### src/include/mmu_attr_consts.vh
// Register offsets, field positions, reset values and encodings of the MMU response block.
`ifndef MMU_ATTR_CONSTS_VH
`define MMU_ATTR_CONSTS_VH

// ==========================================================================
// Register byte offsets
`define OFS_CTRL 5'h00
`define OFS_WALK_ATTR 5'h04
`define OFS_FAULT_LO 5'h08
`define OFS_FAULT_HI 5'h0c
`define OFS_STATUS 5'h10

// ==========================================================================
// Control register fields
`define CTRL_ATTR_EN 0
`define CTRL_S1_ATTR_EN_LO 1
`define CTRL_S2_ATTR_EN_LO 3
`define CTRL_STAGE1_EN 5
`define CTRL_STAGE2_EN 6
`define CTRL_ICACHE_EN 7
`define CTRL_RESET 8'h00

// ==========================================================================
// Walk attribute register fields
`define WALK_HYP_LO 0
`define WALK_S1_LO 2
`define WALK_S2_LO 4
`define WALK_RESET 6'h00

// ==========================================================================
// Status register fields
`define STAT_SYNC 0
`define STAT_ASYNC 1
`define STAT_CLASS_LO 4

// ==========================================================================
// Translation sources
`define SRC_L1_HIT 2'h0
`define SRC_L2_HIT 2'h1
`define SRC_WALK 2'h2

// ==========================================================================
// Walk regimes
`define REGIME_HYP 2'h0
`define REGIME_S1 2'h1
`define REGIME_S2 2'h2

// ==========================================================================
// Device memory types
`define DEV_NGNRNE 2'h0
`define DEV_NGNRE 2'h1
`define DEV_NGRE 2'h2
`define DEV_GRE 2'h3

// ==========================================================================
// External abort access classes
`define ABT_WALK 3'h0
`define ABT_LOAD 3'h1
`define ABT_LOAD_ACQ 3'h2
`define ABT_ATOMIC 3'h3
`define ABT_STORE 3'h4
`define ABT_CMO 3'h5
`define ABT_TLBI 3'h6
`define ABT_ICINV 3'h7

// ==========================================================================
// Avalon answers
`define RESP_OKAY 2'h0
`define RESP_DECODEERR 2'h3

`endif

### src/rtl/mmu_response_attr_page_hw_attr_bits.v
// MMU translation response, memory attribute, abort and page attribute logic.
//
// Register access over Avalon-MM and the address map are this design's own decisions.
`timescale 1ns/1ps
`include "mmu_attr_consts.vh"

module mmu_response_attr_page_hw_attr_bits #(
  parameter PA_W = 48,
  parameter ATTR_W = 2
) (
  input wire clk,
  input wire reset,
  input wire [4:0] avs_address,
  input wire avs_read,
  input wire avs_write,
  input wire [31:0] avs_writedata,
  input wire [3:0] avs_byteenable,
  output reg [31:0] avs_readdata,
  output wire avs_waitrequest,
  output reg [1:0] avs_response,
  input wire xlat_done,
  input wire [1:0] xlat_source,
  input wire xlat_requester,
  input wire [PA_W-1:0] xlat_pa,
  input wire [3:0] xlat_perm,
  input wire xlat_ns,
  input wire xlat_fault,
  input wire [5:0] xlat_fault_code,
  input wire xlat_range_fault,
  input wire contiguous_hint_bit,
  input wire [7:0] xlat_mem_attr,
  output reg resp_valid,
  output reg [1:0] resp_source,
  output reg resp_requester,
  output reg [PA_W-1:0] resp_pa,
  output reg [3:0] resp_perm,
  output reg resp_ns,
  output reg resp_fault,
  output reg [5:0] resp_fault_code,
  output reg resp_device,
  output reg [1:0] resp_dev_type,
  output reg resp_cacheable,
  output reg resp_alloc_icache,
  output reg resp_alloc_unified,
  input wire mem_txn_valid,
  input wire mem_txn_walk,
  input wire [1:0] mem_walk_regime,
  input wire [ATTR_W-1:0] mem_s1_attr,
  input wire [ATTR_W-1:0] mem_s2_attr,
  output reg mem_out_valid,
  output reg [ATTR_W-1:0] page_hw_attr_bits,
  input wire ext_abort,
  input wire [2:0] ext_abort_class,
  input wire ext_abort_device,
  input wire [PA_W-1:0] ext_abort_addr,
  output reg sync_abort,
  output reg async_abort
);

  // ========================================================================
  // Register state
  reg [7:0] ctrl;
  reg [5:0] walk_attr;
  reg [PA_W-1:0] fault_addr;
  reg sync_flag;
  reg async_flag;
  reg [2:0] last_class;
  reg ack;

  wire bus_req;
  wire bus_done;
  wire [4:0] word_addr;
  wire addr_hit;
  wire [63:0] fault_wide;

  // ========================================================================
  // Avalon slave: one wait state, then the answer with waitrequest low.
  assign bus_req = avs_read | avs_write;
  assign avs_waitrequest = bus_req & ~ack;
  assign bus_done = bus_req & ack;
  assign word_addr = {avs_address[4:2], 2'b00};
  assign addr_hit = (word_addr == `OFS_CTRL) || (word_addr == `OFS_WALK_ATTR) ||
                    (word_addr == `OFS_FAULT_LO) || (word_addr == `OFS_FAULT_HI) ||
                    (word_addr == `OFS_STATUS);
  assign fault_wide = {{(64-PA_W){1'b0}}, fault_addr};

  always @(posedge clk or posedge reset) begin
    if (reset) begin
      ack <= 1'b0;
    end else begin
      ack <= bus_req & ~ack;
    end
  end

  // Read data and the answer code are latched in the wait cycle so that
  // they stand at the edge where waitrequest is low.
  always @(posedge clk or posedge reset) begin
    if (reset) begin
      avs_readdata <= 32'h00000000;
      avs_response <= `RESP_OKAY;
    end else if (bus_req & ~ack) begin
      avs_response <= addr_hit ? `RESP_OKAY : `RESP_DECODEERR;
      avs_readdata <= 32'h00000000;
      if (avs_read) begin
        case (word_addr)
          `OFS_CTRL: avs_readdata <= {24'h000000, ctrl};
          `OFS_WALK_ATTR: avs_readdata <= {26'h0000000, walk_attr};
          `OFS_FAULT_LO: avs_readdata <= fault_wide[31:0];
          `OFS_FAULT_HI: avs_readdata <= fault_wide[63:32];
          `OFS_STATUS: avs_readdata <= {25'h0000000, last_class, 2'b00,
                                        async_flag, sync_flag};
          default: avs_readdata <= 32'h00000000;
        endcase
      end
    end
  end

  // ========================================================================
  // Software-written configuration.
  always @(posedge clk or posedge reset) begin
    if (reset) begin
      ctrl <= `CTRL_RESET;
      walk_attr <= `WALK_RESET;
    end else if (bus_done && avs_write && avs_byteenable[0]) begin
      if (word_addr == `OFS_CTRL) begin
        ctrl <= avs_writedata[7:0];
      end
      if (word_addr == `OFS_WALK_ATTR) begin
        walk_attr <= avs_writedata[5:0];
      end
    end
  end

  wire attr_global_en = ctrl[`CTRL_ATTR_EN];
  wire [ATTR_W-1:0] s1_attr_en = ctrl[`CTRL_S1_ATTR_EN_LO +: ATTR_W];
  wire [ATTR_W-1:0] s2_attr_en = ctrl[`CTRL_S2_ATTR_EN_LO +: ATTR_W];
  wire stage1_en = ctrl[`CTRL_STAGE1_EN];
  wire stage2_en = ctrl[`CTRL_STAGE2_EN];
  wire instr_cache_enable_bit = ctrl[`CTRL_ICACHE_EN];

  // ========================================================================
  // Memory attribute decode. A zero upper nibble marks Device memory; the
  // Device type sits in bits 3:2. Otherwise each nibble is an outer or inner
  // policy, and write-back is 11xx or 01xx other than 0100 (Non-cacheable).
  wire [3:0] outer_pol = xlat_mem_attr[7:4];
  wire [3:0] inner_pol = xlat_mem_attr[3:0];
  wire is_device = (outer_pol == 4'h0);
  wire outer_wb = (outer_pol[3:2] == 2'b11) ||
                  ((outer_pol[3:2] == 2'b01) && (outer_pol[1:0] != 2'b00));
  wire inner_wb = (inner_pol[3:2] == 2'b11) ||
                  ((inner_pol[3:2] == 2'b01) && (inner_pol[1:0] != 2'b00));
  wire cacheable = !is_device && outer_wb && inner_wb;
  wire translation_off = !stage1_en && !stage2_en;
  wire fetch_req = (xlat_requester == 1'b0);
  wire icache_only = translation_off && instr_cache_enable_bit && fetch_req;

  reg [1:0] dev_type;
  always @* begin
    case (inner_pol[3:2])
      2'b00: dev_type = `DEV_NGNRNE;
      2'b01: dev_type = `DEV_NGNRE;
      2'b10: dev_type = `DEV_NGRE;
      default: dev_type = `DEV_GRE;
    endcase
  end

  // A range fault caused only by a contiguous block reaching beyond the
  // input range is dropped; software mis-programming must not trap here.
  wire range_only = xlat_range_fault && contiguous_hint_bit;
  wire fault_kept = xlat_fault && !range_only;

  // ========================================================================
  // Translation response, one cycle after completion from the L1, L2 or walk source; source 3 gives none.
  always @(posedge clk or posedge reset) begin
    if (reset) begin
      resp_valid <= 1'b0;
      resp_source <= `SRC_L1_HIT;
      resp_requester <= 1'b0;
      resp_pa <= {PA_W{1'b0}};
      resp_perm <= 4'h0;
      resp_ns <= 1'b0;
      resp_fault <= 1'b0;
      resp_fault_code <= 6'h00;
      resp_device <= 1'b0;
      resp_dev_type <= `DEV_NGNRNE;
      resp_cacheable <= 1'b0;
      resp_alloc_icache <= 1'b0;
      resp_alloc_unified <= 1'b0;
    end else begin
      resp_valid <= xlat_done && (xlat_source != 2'h3);
      if (xlat_done) begin
        resp_source <= xlat_source;
        resp_requester <= xlat_requester;
        resp_pa <= xlat_pa;
        resp_perm <= xlat_perm;
        resp_ns <= xlat_ns;
        resp_fault <= fault_kept;
        resp_fault_code <= fault_kept ? xlat_fault_code : 6'h00;
        resp_device <= is_device;
        resp_dev_type <= is_device ? dev_type : `DEV_NGNRNE;
        resp_cacheable <= cacheable;
        resp_alloc_icache <= icache_only || (cacheable && fetch_req);
        resp_alloc_unified <= cacheable && !icache_only;
      end
    end
  end

  // ========================================================================
  // Page attribute bits sent with each memory transaction. Aliased mappings
  // are not tracked: each transaction carries the bits of the mapping that
  // produced it, whichever that was.
  wire [ATTR_W-1:0] next_attr_bits;

  page_attr_merge #(
    .WIDTH(ATTR_W)
  ) u_attr_merge (
    .global_en(attr_global_en),
    .walk_access(mem_txn_walk),
    .walk_regime(mem_walk_regime),
    .hyp_walk_attr_ctrl(walk_attr[`WALK_HYP_LO +: ATTR_W]),
    .stage1_walk_attr_ctrl(walk_attr[`WALK_S1_LO +: ATTR_W]),
    .stage2_walk_attr_ctrl(walk_attr[`WALK_S2_LO +: ATTR_W]),
    .s1_en(stage1_en ? s1_attr_en : {ATTR_W{1'b0}}),
    .s2_en(stage2_en ? s2_attr_en : {ATTR_W{1'b0}}),
    .s1_bits(mem_s1_attr),
    .s2_bits(mem_s2_attr),
    .page_hw_attr_bits(next_attr_bits)
  );

  always @(posedge clk or posedge reset) begin
    if (reset) begin
      mem_out_valid <= 1'b0;
      page_hw_attr_bits <= {ATTR_W{1'b0}};
    end else begin
      mem_out_valid <= mem_txn_valid;
      page_hw_attr_bits <= mem_txn_valid ? next_attr_bits : {ATTR_W{1'b0}};
    end
  end

  // ========================================================================
  // External abort classification.
  reg is_sync;
  always @* begin
    case (ext_abort_class)
      `ABT_WALK: is_sync = 1'b1;
      `ABT_LOAD: is_sync = !ext_abort_device;
      `ABT_LOAD_ACQ: is_sync = 1'b1;
      `ABT_ATOMIC: is_sync = 1'b1;
      default: is_sync = 1'b0;
    endcase
  end

  wire sync_event = ext_abort && is_sync;
  wire async_event = ext_abort && !is_sync;
  wire stat_clear = bus_done && avs_write && avs_byteenable[0] &&
                    (word_addr == `OFS_STATUS);
  wire next_sync_flag = sync_event ||
                        (sync_flag && !(stat_clear && avs_writedata[`STAT_SYNC]));
  wire next_async_flag = async_event ||
                         (async_flag && !(stat_clear && avs_writedata[`STAT_ASYNC]));

  // A new abort in the cycle of a clear keeps its flag set.
  always @(posedge clk or posedge reset) begin
    if (reset) begin
      sync_abort <= 1'b0;
      async_abort <= 1'b0;
      sync_flag <= 1'b0;
      async_flag <= 1'b0;
      last_class <= `ABT_WALK;
      fault_addr <= {PA_W{1'b0}};
    end else begin
      sync_abort <= sync_event;
      async_abort <= async_event;
      sync_flag <= next_sync_flag;
      async_flag <= next_async_flag;
      if (ext_abort) begin
        last_class <= ext_abort_class;
      end
      if (sync_event) begin
        fault_addr <= ext_abort_addr;
      end
    end
  end

endmodule

### src/rtl/page_attr_merge.v
// Per-bit merge of stage 1 and stage 2 page hardware attribute bits.
`timescale 1ns/1ps
`include "mmu_attr_consts.vh"

module page_attr_merge #(
  parameter WIDTH = 2
) (
  input wire global_en,
  input wire walk_access,
  input wire [1:0] walk_regime,
  input wire [WIDTH-1:0] hyp_walk_attr_ctrl,
  input wire [WIDTH-1:0] stage1_walk_attr_ctrl,
  input wire [WIDTH-1:0] stage2_walk_attr_ctrl,
  input wire [WIDTH-1:0] s1_en,
  input wire [WIDTH-1:0] s2_en,
  input wire [WIDTH-1:0] s1_bits,
  input wire [WIDTH-1:0] s2_bits,
  output wire [WIDTH-1:0] page_hw_attr_bits
);

  reg [WIDTH-1:0] walk_bits;
  wire [WIDTH-1:0] merged;

  // ========================================================================
  // Walk accesses take their value from the walk control register of their regime; regime 3 gives zero.
  always @* begin
    case (walk_regime)
      `REGIME_HYP: walk_bits = hyp_walk_attr_ctrl;
      `REGIME_S1: walk_bits = stage1_walk_attr_ctrl;
      `REGIME_S2: walk_bits = stage2_walk_attr_ctrl;
      default: walk_bits = {WIDTH{1'b0}};
    endcase
  end

  // ========================================================================
  // Each bit has its own enables, so the stage choice is made bit by bit.
  genvar i;
  generate
    for (i = 0; i < WIDTH; i = i + 1) begin : g_bit
      assign merged[i] = s2_en[i] ? s2_bits[i] : (s1_en[i] ? s1_bits[i] : 1'b0);
    end
  endgenerate

  assign page_hw_attr_bits = !global_en ? {WIDTH{1'b0}} :
                             (walk_access ? walk_bits : merged);
endmodule

### config.mk
export PLATFORM = sky130hd
export DESIGN_NAME = mmu_response_attr_page_hw_attr_bits
export DESIGN_NICKNAME = d
export VERILOG_FILES = /design/src/rtl/mmu_response_attr_page_hw_attr_bits.v /design/src/rtl/page_attr_merge.v
export VERILOG_INCLUDE_DIRS = /design/src /design/src/include
export SDC_FILE = /design/constraint.sdc
export NUM_CORES = 1
export LEC_CHECK = 0
export BUFFER_PORTS_ARGS = -buffer_cell sky130_fd_sc_hd__buf_2
export CELL_PAD_IN_SITES_DETAIL_PLACEMENT = 1
export CELL_PAD_IN_SITES_GLOBAL_PLACEMENT = 2
export CORE_MARGIN = 2
export CORE_UTILIZATION = 31
export CTS_CLUSTER_SIZE = 24
export DETAILED_ROUTE_END_ITERATION = 7
export PLACE_DENSITY_LB_ADDON = 0.1
export SLEW_MARGIN = 20
export SYNTH_ARGS = -nofsm -noshare
export SYNTH_HDL_FRONTEND = slang
export SYNTH_SLANG_ARGS = --single-unit
### constraint.sdc
create_clock -name clk -period 6.8 [get_ports clk]
set_input_delay 0.34 -clock clk [delete_from_list [all_inputs] [get_ports clk]]
set_output_delay 0.34 -clock clk [all_outputs]
set_load 0.03 [all_outputs]
==> summary.md, run 1 <==
| Metric | Value |
|---|---|
| Largest net degree at the start of global routing | `66` |
| Core Box Area | `0.0226 sq mm` |
| Clock sinks | `176` |
| CP max-delay cell | `dfrtp_1` |
| Die height | `155 microns` |
| Final net count | `916` |
| Ports | `290` |
| Vias in the first global route | `5,539` |
| Vias/cell | `4.80` |
| Grt ovf | `0` |
| Crit Path Class | `register to output pin` |
| F_max | `523 MHz` |
| Status | `finished with violations` |
| Initial antenna violation count | `2` |
| CP peak stage delay | `410 ps` |
| DRT iter0 DRCs | `138` |
| Gpl congestion | `0.748` |
| Sum Neg Setup Slack | `0 ps` |
| Cts bufs inserted | `17` |
| Synthesized area | `0.00709 sq mm` |
| Hold WS | `-27.9 ps` |
| Async set-reset flop share out of synthesis | `100%` |
| Final Cycle Share | `28.1%` |
| Port-buffer cells | `260` |
| Worst-path fanout max | `14` |
| Pre-antenna DRT Iters | `4` |
| Non-Filler Instances | `1,034` |
| CTS root buffer | `clkbuf_16` |
| Tmin final | `1910 ps` |
| Violated checks | `negative hold slack` |
| Synth cell types | `44` |
| Initial core utilization | `31.4%` |
| RSZ-0062 raised after global routing | `no` |
| Clk buf depth | `2` |
| Switch Pwr | `0.000801 W` |
| Clock slew at reported path FFs | `70 ps` |
| Crit. End Element | `output pin` |
| Clock share of power | `37.6%` |
| Seq/Total Area, Yosys | `62.1%` |
| Number of max-cap violations | `0` |
| Cts hold-fix bufs | `0` |
| Critical Path AT | `1570 ps` |
| Layout Skew | `11.4 ps` |
| Worst Hold Class | `input pin to async pin` |
| Synth Area per Inst | `14.9 sq um` |
| Worst VDD drop | `119 uV` |
| H-Tree Level Count | `4` |
| Worst slew margin | `43.2%` |
| Reg power frac | `45.5%` |
| Via count | `4,963` |
| Cells after Synth | `477` |
| Net count after synthesis | `657` |
| DRC Markers | `0` |
| Synthesis-stage register bit count | `176` |
| Sw frac | `29.3%` |
| Final Hold Vio Count | `9` |
| Critical Path RT | `6460 ps` |
| Final WL | `19,800 microns` |
| Number of synthesized flops with an enable pin | `0` |
| Wire length of the first global-routing pass | `31,200 microns` |
| Area of the multi-input gates | `0.00250 sq mm` |
| Post-DP HPWL | `14,400 microns` |
| Critical-path cell list | `o21bai_2 -> inv_1 -> buf_2` |
| Final setup violation count | `0` |
| FILL cells | `2,428` |
| Worst slew pin tran | `852 ps` |
| Die area | `0.0241 sq mm` |
| Yosys synthesis warning count | `0` |
| Storage cell area | `0.00440 sq mm` |
| Placed Instances | `1,002` |
| Startpoint types | `register` |
| Pleak | `4.48 nW` |
| Ys flop type | `dfrtp_1` |
| Post-route ant nets | `0` |
| Synth-to-Final Area Change | `30.3%` |
| Slew Limit Fails | `0` |
| Worst-skew pair later-pin latency | `420 ps` |
| Row count | `55` |
| GRT Total Usage | `16.7%` |
| Post-CTS Resized | `0` |
| Die Width | `155 microns` |
| Share of cells above drive strength 1 | `57.4%` |
| Post-CTS Repair Setup Buffers | `0` |
| Int Pwr | `0.00193 W` |
| Gate power share | `16.9%` |
| Antenna Cells | `0` |
| Drt wl/cell | `19.1 microns` |
| CTS tree | `yes` |
| Power per Cell Area | `296 mW/mm^2` |
-- Yosys cell counts, types with 2 or more instances --
cell      instances  share of area, %
nor2_1            3              0.16
nand2_1          22               1.2
nor4bb_1          8               1.1
mux2i_1          10               1.4
dfrtp_1         176                62
nor3_1            3              0.21
nand3b_1          2              0.21
buf_4             6              0.64
nand3_1           2              0.14
o211a_1           2              0.28
nor4_4            2              0.60
a21oi_1           2              0.14
mux2_2          127                20
a211oi_1          2              0.21
a22o_1           24               3.0
buf_6             4              0.64
a31oi_1           3              0.26
nand4_1           4              0.35
clkbuf_1          4              0.21
a32oi_1           4              0.49
a22oi_1           4              0.42
o21ai_0          12              0.85
o211ai_1          8              0.85
a21o_1            4              0.42
buf_2            11              0.78
inv_1             7              0.37
mux2_1            4              0.64
-- cells by family after synthesis --
kind of cell | count (synthesis) | share of synthesized area (%)
AOI/OAI and AO/OA | 74 | 8.19
and+or+nand+nor | 53 | 4.77
muxes | 141 | 22.2
buffers and inverters | 33 | 2.68
DFF | 176 | 62.1
-- final cells by class --
class / instances / share of cell area, %
Clock buffer: 19 / 4.79
Clock inverter: 13 / 1.77
Inverter: 8 / 0.379
Multi-Input combinational cell: 268 / 27.0
Sequential cell: 176 / 47.7
Tap cell: 285 / 3.86
Timing Repair Buffer: 265 / 14.5
-- through the flow --
stage	instance area, sq um	hold slack, ps	setup slack (ps)	total power (W)	util, %
2_1_floorplan	7090	371	1690	0.00156	-
3_3_place_gp	8630	450	4550	0.00172	38.2
3_5_place_dp	8630	460	4500	0.00173	38.2
4_1_cts	9240	17.9	4840	0.00278	40.9
5_1_grt	9240	9.98	4790	0.00287	40.9
6_report	9240	-27.9	4890	0.00273	40.9
-- worst paths after layout --
kind                                startpoint                      endpoint  slack [ps]  cells past startpoint
setup / recovery                 ack$_DFF_PP0_               avs_waitrequest        4890                      3
hold / removal                           reset       resp_pa[24]$_DFFE_PP0P_         -30                      2
setup reg to reg                 ack$_DFF_PP0_  avs_readdata[27]$_DFFE_PP0P_        5090                      3
hold reg to reg            sync_flag$_DFF_PP0_           sync_flag$_DFF_PP0_         470                      1
max in group asynchronous                reset    fault_addr[38]$_DFFE_PP0P_        5510                      3
min in group clk                 mem_txn_valid       mem_out_valid$_DFF_PP0_          40                      1
-- power groups by stage --
stage          combinational (W)  sequential [W]  clock (W)
2_1_floorplan           0.000202         0.00135          0
3_3_place_gp            0.000459         0.00126          0
3_5_place_dp            0.000470         0.00126          0
4_1_cts                 0.000471         0.00125    0.00106
5_1_grt                 0.000499         0.00126    0.00111
6_report                0.000460         0.00124    0.00103
-- layer usage --
metal	share of wire, %	global-route usage [%]	routed length (microns)
met5	0.056	0	11
met4	1.0	4.46	201
met3	8.4	6.77	1650
met2	48	27.2	9540
met1	42	20.8	8350
-- flip-flops by register name, indices dropped and copies added (netlist names), 2 cells and up --
signal	count
page_hw_attr_bits	2
resp_pa	48
ctrl	8
resp_dev_type	2
walk_attr	6
fault_addr	48
resp_fault_code	6
avs_readdata	32
resp_perm	4
resp_source	2
last_class	3
-- placed cells by master, fill, tap and decap left out, drive strengths merged, types with 2 or more instances in the layout --
master / count
a211oi: 2
a21o: 4
a21oi: 2
a22o: 24
a22oi: 4
a31oi: 3
a32oi: 4
buf: 265
bufinv: 2
clkbuf: 19
clkinv: 2
dfrtp: 176
inv: 17
mux2: 131
mux2i: 10
nand2: 22
nand3: 2
nand3b: 2
nand4: 4
nor2: 4
nor3: 3
nor4: 2
nor4bb: 8
o211a: 2
o211ai: 8
o21ai: 13
-- worst max-delay path: cells and delay by family, from the launching register on --
| family | cells | cell delay, ps |
|---|---|---|
| AOI/OAI and AO/OA | 1 | 370 |
| buffers and inverters | 2 | 370 |
| DFF | 1 | 410 |
No activity file was read; power rests on OpenSTA's default activity.
==> run 2: changes to the inputs <==
ABC_AREA = 1   (was not set)
CORE_UTILIZATION = 27   (was 31)
clock period = 1.8 ns   (was 6.8 ns; I/O delays follow)
==> run 2 against run 1 <==
Net effect:
- the run still ends with negative hold slack left
- largest power group unchanged
- synthesized cell count is 80% higher
- count of clock-buffer cells in the layout stayed put
- non-clock buffer count is 151 higher
- critical path depth is 3 higher
- wire length is 25% higher
- die area is 18% higher
- synthesized area is 3.4% higher
==> summary.md, run 2 <==
| Metric | Value |
|---|---|
| Reg2reg path depth | `5 (+2)` |
| Crit Path Class | `input pin to register` |
| Final setup violation count | `0 (unchanged)` |
| Pre-CTS WS | `197 ps (-4300 ps)` |
| Cells after Synth | `860 (+80%)` |
| Pleak | `5.99 nW (+34%)` |
| H-Tree Level Count | `4 (unchanged)` |
| Initial antenna violation count | `1 (-1)` |
| Commonest cells in the netlist | `nand2_1 (426), dfrtp_1 (176), inv_1 (50), o21ai_0 (45), nand3_1 (38)` |
| Final WL | `24,700 microns (+25%)` |
| Worst-skew pair later-pin latency | `430 ps (about the same)` |
| Violated checks | `negative hold slack` |
| Final net count | `1,436 (+57%)` |
| Hold depth | `4` |
| Hold Path Origin | `xlat_mem_attr[4]` |
| Synth top area share | `60.1% (-2.1 points)` |
| Hold Path Sink | `resp_device$_DFFE_PP0P_` |
| Wire length of the first global-routing pass | `39,500 microns (+26%)` |
| Number of synthesized flops with an enable pin | `0 (unchanged)` |
| Port-buffer cells | `260 (unchanged)` |
| Number of max-cap violations | `0 (unchanged)` |
| Gpl congestion | `0.739 (-1.2%)` |
| Worst VDD drop | `562 uV (+370%)` |
| Worst Hold Class | `input pin to register` |
| Clock slew at reported path FFs | `70 ps (about the same)` |
| Tmin final | `1740 ps` |
| Synthesis-stage register bit count | `176 (unchanged)` |
| Core Box Area | `0.0268 sq mm (+19%)` |
| Synth cell types | `31 (-30%)` |
| Seq/Total Area, Yosys | `60.1% (-2.1 points)` |
| GRT Total Usage | `17.6% (+0.86 points)` |
| Largest net degree at the start of global routing | `73 (+11%)` |
| Ranking of synthesized cells by area | `dfrtp_1 (60%), nand2_1 (22%), o21ai_0 (3.1%)` |
| Reg-to-reg endpoint | `async_flag$_DFF_PP0_` |
| Initial core utilization | `27.4% (-4.0 points)` |
| Worst reg2reg setup slack | `240 ps (-4850 ps)` |
| Share of cells above drive strength 1 | `26.3% (-31 points)` |
| Area leader, netlist | `dfrtp_1` |
| Most frequent cells in the layout | `nand2_1 (426), buf_2 (259), dfrtp_1 (176)` |
| Pre-antenna DRT Iters | `4 (unchanged)` |
| Ports | `290 (unchanged)` |
| Sum Neg Setup Slack | `0 ps (unchanged)` |
| Yosys synthesis warning count | `0 (unchanged)` |
| Via count | `6,956 (+40%)` |
| Drt wl/cell | `15.3 microns (-20%)` |
| Commonest non-fill, non-tap cell in the layout | `nand2_1` |
| Worst slew pin tran | `443 ps (-409 ps)` |
| R2r startpoint | `ack$_DFF_PP0_` |
| Worst setup margin | `64.1 ps (-4820 ps)` |
| CTS tree | `yes` |
| Crit. End Element | `register` |
| Grt ovf | `0 (unchanged)` |
| Design Power | `0.0102 W (+270%)` |
| Post-route ant nets | `0 (unchanged)` |
| Ys flop type | `dfrtp_1` |
| Layout Skew | `8.13 ps (-3.24 ps)` |
| Synth Area per Inst | `8.53 sq um (-43%)` |
| Hold WS | `-29.8 ps (-1.89 ps)` |
| Worst-path fanout max | `2 (-12)` |
| FILL cells | `3,236 (+33%)` |
| Die area | `0.0285 sq mm (+18%)` |
| F_max | `576 MHz` |
| Net count after synthesis | `1,040 (+58%)` |
| Cts bufs inserted | `17 (unchanged)` |
| DRC Markers | `0 (unchanged)` |
| Post-DP HPWL | `16,600 microns (+16%)` |
| Synthesized area | `0.00733 sq mm (+3.4%)` |
| CTS root buffer | `clkbuf_16` |
| Clock sinks | `176 (unchanged)` |
| Vias/cell | `4.32 (-10%)` |
| Clk buf depth | `2 (unchanged)` |
| Die Width | `169 microns (+8.7%)` |
| RSZ-0062 raised after global routing | `no` |
| DRT iter0 DRCs | `306 (+120%)` |
| Critical Path AT | `2050 ps (+480 ps)` |
| Row count | `60 (+9.1%)` |
| Biggest regs | `fault_addr x48, resp_pa x48, avs_readdata x32` |
| Critical Path RT | `2110 ps (-4350 ps)` |
| Final Hold Vio Count | `1 (-8)` |
| Worst slew margin | `70.4% (+27 points)` |
| Most frequent cell after synthesis | `nand2_1` |
| Die height | `169 microns (+8.7%)` |
| Final Cycle Share | `96.4%` |
| Startpoint types | `input pin` |
| Vias in the first global route | `7,348 (+33%)` |
| Synth-to-Final Area Change | `50.3%` |
| Slew Limit Fails | `0 (unchanged)` |
| Power per Cell Area | `928 mW/mm^2 (+210%)` |
| Status | `finished with violations` |
| Async set-reset flop share out of synthesis | `100% (unchanged)` |
## run 2: cell count changes after synthesis, sizes merged, moves of 7 or more
| cell | previous run | this run |
|---|---|---|
| nor2 | 4 | 27 |
| inv | 8 | 58 |
| o21ai | 13 | 62 |
| o211ai | 8 | 1 |
| nor4bb | 8 | 0 |
| mux2i | 10 | 0 |
| mux2 | 131 | 0 |
| nand3 | 2 | 41 |
| nand2 | 22 | 432 |
| a22o | 24 | 2 |
| clkbuf | 4 | 16 |
## run 2: timing repair
| item | in CTS | in global routing |
|---|---|---|
| setup buffers | 0 | 0 |
| endpoints found under the hold margin | 308 | 0 |
| gates resized for setup | 0 | 1 |
| endpoints found under the setup margin | 0 | 2 |
| hold buffers | 141 | 0 |
## run 2: worst max-delay path by stage
stage	start	to	slack [ps]	depth (start not counted)
after CTS	xlat_mem_attr[7]	resp_device$_DFFE_PP0P_	80	7
after global routing	ext_abort_class[1]	last_class[1]$_DFFE_PP0P_	30	6
after floorplan	reset	ack$_DFF_PP0_	-540	1
after detailed placement	ack$_DFF_PP0_	async_flag$_DFF_PP0_	200	5
after global placement	ack$_DFF_PP0_	async_flag$_DFF_PP0_	350	5
final	ext_abort_class[1]	last_class[1]$_DFFE_PP0P_	60	6
## run 2: cell families (layout without fill, tap and decap cells)
family | after synthesis | in the layout | synth area share, %
compound gates | 73 | 73 | 5.41
buf+inv | 97 | 505 | 5.94
flops | 176 | 176 | 60.1
other cells | 0 | 1 | 0
simple gates | 514 | 514 | 28.6
## run 2: cell type report
type	count	area (sq um)	area share [%]
Clock inverter	12	125	1.14
Clock buffer	19	443	4.02
Tap cell	341	427	3.87
Inverter	58	224	2.03
Timing Repair Buffer	416	2900	26.3
Antenna cell	1	2.50	0.0227
Multi-Input combinational cell	587	2490	22.6
Sequential cell	176	4400	40.0
## run 2: report_power, final
part | internal, W | switching, W
Combinational | 0.000741 | 0.00117
Sequential | 0.00436 | 0.000252
Clock | 0.00197 | 0.00173
## run 2: routing by layer
metal,global-route usage (%),up-vias,routed length (microns)
li1,-,3446,-
met5,0,-,0
met2,29.7,151,12000
met1,23.0,3339,11400
met4,4.01,0,319
met3,4.07,20,983
## run 2: critical path, stage by stage
cell and delay [ps]:
dlygate4sd3_1 560, buf_2 140, nand2_1 60, dlygate4sd3_1 540
o21ai_0 80, dlygate4sd3_1 570
## run 2: per-stage QoR
stage               utilization, %  cells  area (sq um)
floorplan                        -    860          7340
global placement              33.8   1439          9050
global route                  41.1   1610         11000
CTS                           41.2   1611         11000
detailed placement            33.8   1439          9050
finish                        41.1   1610         11000
